[config.mk]
export PLATFORM = sky130hd
export DESIGN_NAME = chan_route
export DESIGN_NICKNAME = d
export VERILOG_FILES = /design/src/hdl/chan_route_pkg.sv /design/src/hdl/chan_route.sv
export VERILOG_INCLUDE_DIRS = /design/src /design/src/hdl
export SDC_FILE = /design/constraint.sdc
export NUM_CORES = 1
export LEC_CHECK = 0
export ABC_AREA = 1
export BUFFER_PORTS_ARGS = -buffer_cell sky130_fd_sc_hd__buf_4
export CAP_MARGIN = 5
export CORE_ASPECT_RATIO = 0.8
export CORE_MARGIN = 1
export CORE_UTILIZATION = 38
export CTS_CLUSTER_DIAMETER = 200
export CTS_CLUSTER_SIZE = 20
export DETAILED_ROUTE_END_ITERATION = 12
export HOLD_SLACK_MARGIN = 0.12
export PLACE_DENSITY_LB_ADDON = 0.25
export SYNTH_ARGS = -nofsm -noshare
export SYNTH_HDL_FRONTEND = slang
export SYNTH_SLANG_ARGS = --single-unit
[constraint.sdc]
create_clock -name SYS_CLK -period 2.11 [get_ports SYS_CLK]
set_clock_uncertainty 0.15 [all_clocks]
set_input_delay 0.211 -clock SYS_CLK [delete_from_list [all_inputs] [get_ports SYS_CLK]]
set_output_delay 0.211 -clock SYS_CLK [all_outputs]
set_load 0.05 [all_outputs]
[src/hdl/chan_route_regs.svh]
`ifndef CHAN_ROUTE_REGS_SVH
`define CHAN_ROUTE_REGS_SVH

// ==========================================================================
// Register byte addresses
`define REG_CONFIG_ADDR     8'h00
`define REG_FIFO_CTRL_ADDR  8'h04
`define REG_STATUS_ADDR     8'h08

// ==========================================================================
// Configuration register fields
`define CFG_RECOVERED_TIMING 0
`define CFG_LINE_LOOP        1
`define CFG_SERIAL_DIAG      2
`define CFG_PARALLEL_DIAG    3
`define CFG_PATH_DIAG        4
`define CFG_DATA_DIAG        5
`define CFG_TX_PROT_EN       6
`define CFG_RX_PROT_EN       7
`define CFG_TX_SRC_SEL       8
`define CFG_RX_SRC_SEL       9
`define CFG_LINK_CONTENT     10
`define CFG_WIDTH            11
`define CFG_RESET            11'h000

// ==========================================================================
// FIFO control and status fields
`define FCTL_FIFO_RESET      0
`define STS_LIMIT_FLAG       0
`define STS_AIS_FORCED       1
`define STS_RECOVERED_CLK    2
`define STS_FILL_LSB         4

// ==========================================================================
// Timing, datapath and bus response constants
`define CSU_MULT             3'd7
`define CHF_CENTER           3'h4
`define SCR_SEED             7'h7F
`define AIS_BYTE             8'hFF
`define RESP_OKAY            2'b00
`define RESP_SLVERR          2'b10

`endif

[src/hdl/chan_route_pkg.sv]
package chan_route_pkg;
  // Transmit clock origin
  typedef enum logic [0:0] {
    TS_REFERENCE = 1'b0,
    TS_RECOVERED = 1'b1
  } timing_src_e;
  typedef logic [7:0] byte_t;
  typedef logic [2:0] fifo_ptr_t;
endpackage : chan_route_pkg

[src/hdl/chan_route.sv]
// The placing of the registers and the AXI4-Lite slave port were chosen for this implementation.
`timescale 1ns/1ns
`include "chan_route_regs.svh"

module chan_route
  import chan_route_pkg::*;
(
  // Clock and reset
  input  wire logic                     SYS_CLK,
  input  wire logic                     RST_N,
  // AXI4-Lite register slave
  input  wire logic [7:0]               S_AXI_AWADDR,
  input  wire logic                     S_AXI_AWVALID,
  output logic                          S_AXI_AWREADY,
  input  wire logic [31:0]              S_AXI_WDATA,
  input  wire logic [3:0]               S_AXI_WSTRB,
  input  wire logic                     S_AXI_WVALID,
  output logic                          S_AXI_WREADY,
  output logic [1:0]                    S_AXI_BRESP,
  output logic                          S_AXI_BVALID,
  input  wire logic                     S_AXI_BREADY,
  input  wire logic [7:0]               S_AXI_ARADDR,
  input  wire logic                     S_AXI_ARVALID,
  output logic                          S_AXI_ARREADY,
  output logic [31:0]                   S_AXI_RDATA,
  output logic [1:0]                    S_AXI_RRESP,
  output logic                          S_AXI_RVALID,
  input  wire logic                     S_AXI_RREADY,
  // Receive alarms
  input  wire logic                     RX_LOS,
  input  wire logic                     RX_LOT,
  input  wire logic                     RX_LOF,
  input  wire logic                     RX_LAIS,
  input  wire logic                     RX_LOP,
  input  wire logic                     RX_PAIS,
  input  wire logic                     RX_LOPC,
  input  wire logic                     RX_AISC,
  // Serial line
  input  wire logic                     RX_LINE_BIT,
  output logic                          TX_LINE_BIT,
  output logic                          TX_LINE_VALID,
  output logic                          RX_DESER_BIT,
  output chan_route_pkg::timing_src_e   TX_TIMING_SRC,
  output logic                          BYTE_EN,
  // Byte streams from processors
  input  wire chan_route_pkg::byte_t    TX_SOH_BYTE,
  input  wire chan_route_pkg::byte_t    RX_DESER_BYTE,
  input  wire chan_route_pkg::byte_t    TX_POH_BYTE,
  input  wire chan_route_pkg::byte_t    RX_LOH_BYTE,
  input  wire chan_route_pkg::byte_t    TX_CELL_BYTE,
  input  wire chan_route_pkg::byte_t    RX_POH_OUT_BYTE,
  input  wire logic                     RX_PTR_VALID,
  // Byte streams to processors
  output chan_route_pkg::byte_t         RX_SOH_BYTE,
  output chan_route_pkg::byte_t         RX_POH_BYTE,
  output chan_route_pkg::byte_t         TX_LOH_BYTE,
  output chan_route_pkg::byte_t         RX_CELL_BYTE,
  // Other channel and protection link
  input  wire chan_route_pkg::byte_t    OTHER_CH_BYTE,
  input  wire logic                     OTHER_CH_VALID,
  input  wire chan_route_pkg::byte_t    LINK_RX_BYTE,
  input  wire logic                     LINK_DL_LIMIT,
  input  wire logic                     LINK_FRAME_START,
  input  wire logic                     LINK_DCC_SLOT,
  input  wire logic                     LINK_BIP_SLOT,
  output logic                          LINK_TX_BIT
);
  import chan_route_pkg::*;

  // ========================================================================
  // Register bus
  logic [`CFG_WIDTH-1:0] cfg_q;
  logic                  aw_got_q;
  logic                  w_got_q;
  logic [7:0]            aw_addr_q;
  logic [31:0]           w_data_q;
  logic [3:0]            w_strb_q;
  logic                  fifo_rst_q;
  logic                  limit_flag_q;
  logic                  ais_q;
  logic                  do_write;
  logic                  clear_limit;
  logic [31:0]           rd_word;
  logic                  rd_hit;
  fifo_ptr_t             wr_ptr_q;
  fifo_ptr_t             rd_ptr_q;
  fifo_ptr_t             fill;

  assign do_write    = aw_got_q && w_got_q && !S_AXI_BVALID;
  assign clear_limit = do_write && aw_addr_q == `REG_STATUS_ADDR && w_strb_q[0] && w_data_q[`STS_LIMIT_FLAG];
  assign fill        = fifo_ptr_t'(wr_ptr_q - rd_ptr_q);

  always_comb begin
    rd_word = 32'h0000_0000;
    rd_hit  = 1'b1;
    case (S_AXI_ARADDR)
      `REG_CONFIG_ADDR:    rd_word[`CFG_WIDTH-1:0] = cfg_q;
      `REG_FIFO_CTRL_ADDR: rd_word = 32'h0000_0000;
      `REG_STATUS_ADDR: begin
        rd_word[`STS_LIMIT_FLAG]                   = limit_flag_q;
        rd_word[`STS_AIS_FORCED]                   = ais_q;
        rd_word[`STS_RECOVERED_CLK]                = TX_TIMING_SRC == TS_RECOVERED;
        rd_word[`STS_FILL_LSB+2:`STS_FILL_LSB]     = fill;
      end
      default:             rd_hit = 1'b0;
    endcase
  end

  always_ff @(posedge SYS_CLK) begin
    if (!RST_N) begin
      aw_got_q      <= 1'b0;
      w_got_q       <= 1'b0;
      aw_addr_q     <= 8'h00;
      w_data_q      <= 32'h0000_0000;
      w_strb_q      <= 4'h0;
      S_AXI_AWREADY <= 1'b0;
      S_AXI_WREADY  <= 1'b0;
      S_AXI_BVALID  <= 1'b0;
      S_AXI_BRESP   <= `RESP_OKAY;
    end else begin
      S_AXI_AWREADY <= !aw_got_q && !S_AXI_AWREADY && !S_AXI_BVALID;
      S_AXI_WREADY  <= !w_got_q && !S_AXI_WREADY && !S_AXI_BVALID;
      if (S_AXI_AWVALID && S_AXI_AWREADY) begin
        aw_got_q  <= 1'b1;
        aw_addr_q <= S_AXI_AWADDR;
        S_AXI_AWREADY <= 1'b0;
      end
      if (S_AXI_WVALID && S_AXI_WREADY) begin
        w_got_q  <= 1'b1;
        w_data_q <= S_AXI_WDATA;
        w_strb_q <= S_AXI_WSTRB;
        S_AXI_WREADY <= 1'b0;
      end
      if (do_write) begin
        S_AXI_BVALID <= 1'b1;
        S_AXI_BRESP  <= (aw_addr_q == `REG_CONFIG_ADDR || aw_addr_q == `REG_FIFO_CTRL_ADDR ||
                         aw_addr_q == `REG_STATUS_ADDR) ? `RESP_OKAY : `RESP_SLVERR;
      end else if (S_AXI_BVALID && S_AXI_BREADY) begin
        S_AXI_BVALID <= 1'b0;
        aw_got_q     <= 1'b0;
        w_got_q      <= 1'b0;
      end
    end
  end

  always_ff @(posedge SYS_CLK) begin
    if (!RST_N) begin
      S_AXI_ARREADY <= 1'b0;
      S_AXI_RVALID  <= 1'b0;
      S_AXI_RDATA   <= 32'h0000_0000;
      S_AXI_RRESP   <= `RESP_OKAY;
    end else if (S_AXI_RVALID) begin
      if (S_AXI_RREADY) begin
        S_AXI_RVALID <= 1'b0;
      end
    end else if (S_AXI_ARVALID && S_AXI_ARREADY) begin
      S_AXI_ARREADY <= 1'b0;
      S_AXI_RVALID  <= 1'b1;
      S_AXI_RDATA   <= rd_word;
      S_AXI_RRESP   <= rd_hit ? `RESP_OKAY : `RESP_SLVERR;
    end else begin
      S_AXI_ARREADY <= 1'b1;
    end
  end

  // Configuration; one bit per loopback keeps channels independent
  // loopback enables
  always_ff @(posedge SYS_CLK) begin
    if (!RST_N) begin
      cfg_q <= `CFG_RESET;
    end else if (do_write && aw_addr_q == `REG_CONFIG_ADDR) begin
      if (w_strb_q[0]) cfg_q[7:0]            <= w_data_q[7:0];
      if (w_strb_q[1]) cfg_q[`CFG_WIDTH-1:8] <= w_data_q[`CFG_WIDTH-1:8];
    end
  end

  // Self-clearing pulse so software need not write it back
  always_ff @(posedge SYS_CLK) begin
    if (!RST_N) begin
      fifo_rst_q <= 1'b0;
    end else begin
      fifo_rst_q <= do_write && aw_addr_q == `REG_FIFO_CTRL_ADDR && w_strb_q[0] && w_data_q[`FCTL_FIFO_RESET];
    end
  end

  // ========================================================================
  // Timing
  logic [2:0] bit_cnt_q;

  always_ff @(posedge SYS_CLK) begin
    if (!RST_N) begin
      bit_cnt_q <= 3'd0;
      BYTE_EN   <= 1'b0;
    end else begin
      bit_cnt_q <= (bit_cnt_q == `CSU_MULT) ? 3'd0 : bit_cnt_q + 3'd1;
      BYTE_EN   <= bit_cnt_q == `CSU_MULT;
    end
  end

  always_ff @(posedge SYS_CLK) begin
    if (!RST_N) begin
      TX_TIMING_SRC <= TS_REFERENCE;
    end else if (cfg_q[`CFG_RECOVERED_TIMING] && !RX_LOS && !RX_LOT) begin
      TX_TIMING_SRC <= TS_RECOVERED;
    end else begin
      TX_TIMING_SRC <= TS_REFERENCE;
    end
  end

  // ========================================================================
  // Channel FIFO
  byte_t chf_mem_q [8];
  byte_t chf_out;

  assign chf_out = chf_mem_q[rd_ptr_q];

  // eight-byte crossing; recentre on reset pulse
  always_ff @(posedge SYS_CLK) begin
    if (!RST_N || fifo_rst_q) begin
      wr_ptr_q <= `CHF_CENTER;
      rd_ptr_q <= 3'h0;
    end else begin
      if (OTHER_CH_VALID) wr_ptr_q <= wr_ptr_q + 3'h1;
      if (BYTE_EN)        rd_ptr_q <= rd_ptr_q + 3'h1;
    end
  end

  generate
    for (genvar i = 0; i < 8; i++) begin : g_chf
      always_ff @(posedge SYS_CLK) begin
        if (!RST_N) begin
          chf_mem_q[i] <= 8'h00;
        end else if (OTHER_CH_VALID && wr_ptr_q == fifo_ptr_t'(i)) begin
          chf_mem_q[i] <= OTHER_CH_BYTE;
        end
      end
    end
  endgenerate

  // ========================================================================
  // Path routing
  byte_t tx_path;
  byte_t prot_tx;
  byte_t prot_rx;

  assign prot_tx = cfg_q[`CFG_TX_SRC_SEL] ? LINK_RX_BYTE : chf_out;
  assign prot_rx = cfg_q[`CFG_RX_SRC_SEL] ? LINK_RX_BYTE : chf_out;
  assign tx_path = cfg_q[`CFG_TX_PROT_EN] ? prot_tx : TX_POH_BYTE;

  always_ff @(posedge SYS_CLK) begin
    if (!RST_N) begin
      RX_SOH_BYTE  <= 8'h00;
      RX_POH_BYTE  <= 8'h00;
      TX_LOH_BYTE  <= 8'h00;
      RX_CELL_BYTE <= 8'h00;
    end else if (BYTE_EN) begin
      TX_LOH_BYTE  <= tx_path;
      RX_SOH_BYTE  <= cfg_q[`CFG_PARALLEL_DIAG] ? TX_SOH_BYTE : RX_DESER_BYTE;
      // path loop includes protection stream; receive select
      if (cfg_q[`CFG_PATH_DIAG])       RX_POH_BYTE <= tx_path;
      else if (cfg_q[`CFG_RX_PROT_EN]) RX_POH_BYTE <= prot_rx;
      else                             RX_POH_BYTE <= RX_LOH_BYTE;
      RX_CELL_BYTE <= cfg_q[`CFG_DATA_DIAG] ? TX_CELL_BYTE : RX_POH_OUT_BYTE;
    end
  end

  // ========================================================================
  // Serial line and loopbacks
  byte_t line_ser_q;

  always_ff @(posedge SYS_CLK) begin
    if (!RST_N) begin
      line_ser_q <= 8'h00;
    end else if (BYTE_EN) begin
      line_ser_q <= TX_SOH_BYTE;
    end else begin
      line_ser_q <= {line_ser_q[6:0], 1'b0};
    end
  end

  always_ff @(posedge SYS_CLK) begin
    if (!RST_N) begin
      TX_LINE_BIT   <= 1'b0;
      TX_LINE_VALID <= 1'b0;
      RX_DESER_BIT  <= 1'b0;
    end else begin
      // line loop; receive side keeps running
      TX_LINE_BIT   <= cfg_q[`CFG_LINE_LOOP] ? RX_LINE_BIT : line_ser_q[7];
      // line output invalid in data loop
      TX_LINE_VALID <= !cfg_q[`CFG_DATA_DIAG];
      RX_DESER_BIT  <= cfg_q[`CFG_SERIAL_DIAG] ? line_ser_q[7] : RX_LINE_BIT;
    end
  end

  // ========================================================================
  // Transmit protection link
  byte_t  rx_retimed_q;
  byte_t  link_plain;
  byte_t  link_scr;
  byte_t  bip_q;
  byte_t  bip_hold_q;
  byte_t  link_ser_q;
  logic [6:0] scr_q;
  logic [14:0] scr_nxt;
  logic       rx_invalid;

  function automatic logic [14:0] scr_step(input logic [6:0] st);
    logic [6:0] s;
    logic [7:0] k;
    s = st;
    k = 8'h00;
    for (int b = 7; b >= 0; b--) begin
      k[b] = s[6];
      s    = {s[5:0], s[6] ^ s[5]};
    end
    return {s, k};
  endfunction : scr_step

  // A select cannot follow a function call, so the step result is a net
  assign scr_nxt    = scr_step(scr_q);
  assign rx_invalid = RX_LOP || RX_LOS || RX_PAIS || RX_LOPC || RX_AISC;

  // hold last byte while the pointer is not valid
  always_ff @(posedge SYS_CLK) begin
    if (!RST_N) begin
      rx_retimed_q <= 8'h00;
    end else if (BYTE_EN && RX_PTR_VALID) begin
      rx_retimed_q <= RX_POH_OUT_BYTE;
    end
  end

  always_comb begin
    if (LINK_DCC_SLOT) begin
      link_plain = {5'b00000, RX_LOS, RX_LOF, RX_LAIS};
    end else if (LINK_BIP_SLOT) begin
      link_plain = bip_hold_q;
    end else if (cfg_q[`CFG_LINK_CONTENT]) begin
      link_plain = rx_invalid ? `AIS_BYTE : rx_retimed_q;
    end else begin
      link_plain = tx_path;
    end
  end

  assign link_scr = link_plain ^ scr_nxt[7:0];

  always_ff @(posedge SYS_CLK) begin
    if (!RST_N) begin
      scr_q      <= `SCR_SEED;
      bip_q      <= 8'h00;
      bip_hold_q <= 8'h00;
      link_ser_q <= 8'h00;
      ais_q      <= 1'b0;
    end else if (BYTE_EN) begin
      link_ser_q <= link_scr;
      ais_q      <= cfg_q[`CFG_LINK_CONTENT] && rx_invalid;
      if (LINK_FRAME_START) begin
        scr_q      <= `SCR_SEED;
        bip_hold_q <= bip_q;
        bip_q      <= link_scr;
      end else begin
        scr_q <= scr_nxt[14:8];
        bip_q <= bip_q ^ link_scr;
      end
    end else begin
      link_ser_q <= {link_ser_q[6:0], 1'b0};
    end
  end

  always_ff @(posedge SYS_CLK) begin
    if (!RST_N) begin
      LINK_TX_BIT <= 1'b0;
    end else begin
      LINK_TX_BIT <= link_ser_q[7];
    end
  end

  // sticky limit flag, set beats clear
  always_ff @(posedge SYS_CLK) begin
    if (!RST_N) begin
      limit_flag_q <= 1'b0;
    end else if (LINK_DL_LIMIT) begin
      limit_flag_q <= 1'b1;
    end else if (clear_limit) begin
      limit_flag_q <= 1'b0;
    end
  end
endmodule : chan_route

==> results.tsv <==
metric	value	unit
status	complete, no violations	
cts_sinks	216	
grt_pass1_wl	44.5	mm
yosysTopAreaCell	dfxtp_1	
synth.ff_latch_count	216	
hpwlAfterDp	19.5	mm
setup_ws	36.1	ps
grt_setup_unrepaired	true	
ant_nets	0	
drt-vias-per-instance	4.95	
pre_cts_ws	-22.2	ps
dr.pass1.iters	6	
synthDistinctLibCells	36	
cts_tree	yes	
maxCapViolations	0	
area_growth	38.0	%
min_path_type	input pin to register	
setup_tns	0	ps
coreArea	25200	sq um
setup_violations	0	
hold_violations	0	
vdd_drop_max	0.395	mV
grt_max_degree	81	
clk_latency	470	ps
p_per_area	619	nW/um^2
fin_crit	2070	ps
grt_use_total	20.9	%
n_antenna_cell	0	
slew_violations	0	
cts_max_level	1	
max_stage_delay	420	ps
wire_per_inst	14.9	um
tightest_slew	525	ps
synthArstFlopShare	0	%
hold-worst-slack	125	ps
cts_buffers	14	
yosys_warnings	0	
antenna_found_initial	0	
rows	52	
stdcell_area	13500	sq um
final_layout_size_suffix_gt1_share	20.6	%
synth_flop_cell	dfxtp_1	
drt_iter0_drc	613	
portBuffers	170	
power	0.00832	W
crit_path_max_fanout	6	
synth_top_area_share	31.2	%
wirelength	28.2	mm
root_buffer	clkbuf_16	
leakagePower	6.02	nW
ys_seq_area_share	50.9	%
die_h	145	um
synth.most_common_cell	nor2_1	
grt_pass1_vias	8650	
vias	9334	
netlist_instances	1257	
cp_slowest_cell	dfxtp_4	
nNetsFinal	1708	
clock.fmax	482	MHz
ctsLongestPathBuffers	3	
synth_area	9750	sq um
dpl_cell_area	11400	sq um
worstPathArrival	2340	ps
die_w	181	um
io-pin-count	217	
start_kind	register	
die_area	26300	sq um
synth.avg_cell_area	7.76	sq um
clk_pin_slew	90	ps
worstPathRequired	2380	ps
timing.slew.headroom	64.9	%
synth_edf_count	64	
critPathCaptureType	register	
start_util	38.6	%
place.gp.congestion	0.831	
fin_crit_sh	98.3	%
synthTopCellsByCount	nor2_1, nand2_1, dfxtp_1	
grt_remaining_overflow	0	
path_class	register to register	
yosys-top-cells-area	dfxtp_1, edfxtp_1, nor2_1, nand2_1, o21ai_0	
path_common_cell	nand2_1	
crit_path_cell_trace	buf_12 > inv_6 > buf_4 > nand2_2 > nand3_2 > nand3_1 > nand2_1 > nand2_1 > nand2_2 > nand3_2 > nand2_1 > nand2_1 > nand2_1 > nand2_2 > nand3_2 > nor2b_1 > nor2_1	
route.detailed.drc	0	
[state kept, by name (all words and copies together), names as in the netlist, 2 cells and up, named ones only]
name,cells
chf_mem_q,64
aw_addr_q,8
line_ser_q,8
link_ser_q,8
bip_q,8
RX_CELL_BYTE,8
RX_POH_BYTE,8
TX_LOH_BYTE,8
bit_cnt_q,3
rx_retimed_q,8
rd_ptr_q,3
scr_q,7
cfg_q,11
RX_SOH_BYTE,8
w_data_q,11
S_AXI_RDATA,11
wr_ptr_q,3
w_strb_q,2
bip_hold_q,8
[stage by stage]
| stage | util [%] | std cells |
|---|---|---|
| after floorplan | - | 1279 |
| after global placement | 45.3 | 1735 |
| after detailed placement | 45.3 | 1735 |
| after CTS | 51.9 | 1877 |
| after global routing | 53.3 | 1887 |
| final | 53.3 | 1887 |
[placed cells by master, fill, tap and decap left out, drive strengths merged, types with 5 or more instances in the layout]
master / n
buf: 225
nor2: 219
nand2: 217
dfxtp: 152
o21ai: 129
dlygate4sd3: 120
inv: 118
a21oi: 115
nand3: 77
edfxtp: 64
conb: 23
clkbuf: 20
nand4: 19
ha: 10
a31oi: 9
nor2b: 7
or2: 6
o221ai: 5
nor4: 5
nor3: 5
[cell families after synthesis]
group | after synthesis | synth area share, %
buffers and inverters | 203 | 9.44
adder cells (fa/ha/maj) | 11 | 1.49
XOR/XNOR | 4 | 0.359
AND/OR/NAND/NOR | 556 | 23.6
AO/OA/AOI/OAI | 266 | 14.2
flip-flops | 216 | 50.9
other | 1 | 0.0385
[final cells by class]
| class | instances | area (sq um) |
|---|---|---|
| clock buffers | 20 | 415 |
| fillers | 2375 | 11800 |
| inverters | 120 | 465 |
| multi-input cells | 860 | 4190 |
| flip-flops and latches | 216 | 4970 |
| well taps | 324 | 405 |
| repair buffers | 345 | 2990 |
| repair inverters | 2 | 20.0 |
[worst paths after layout]
check	start	endpoint	slack (ps)	depth (start not counted)
hold reg to reg	bit_cnt_q[0]	bit_cnt_q[0]	290	1
setup / recovery	register	bip_q[3]	40	17
setup reg to reg	register	bip_q[3]	40	17
hold / removal	LINK_RX_BYTE[3]	TX_LOH_BYTE[3]	120	6
[layer usage]
layer / global-route usage (%) / up-vias / part of all wire, %
met1: 30.2 / 4319 / 47
met3: 2.91 / 41 / 6.6
met2: 32.2 / 296 / 44
met5: 0 / - / 0
met4: 6.48 / 0 / 2.3
li1: - / 4678 / -
[repair_timing]
action	CTS	global route
hold buffers	121	0
pin swaps	0	22
gates cloned	1	2
gates resized for setup	3	73
endpoints found under the setup margin	2	27
buffers inserted	0	10
endpoints found under the hold margin	162	0
[worst max-delay path, delay by kind of cell (launching register included)]
family | cells | cell delay [ps]
simple gates | 14 | 1130
flops | 1 | 420
buf+inv | 3 | 330
[report_power, final]
| part | internal (W) | switching, W | total, W |
|---|---|---|---|
| Sequential | 0.00440 | 0.0000652 | 0.00447 |
| Clock | 0.00137 | 0.00138 | 0.00275 |
| Combinational | 0.000475 | 0.000629 | 0.00110 |
No activity file was read; power rests on OpenSTA's default activity.
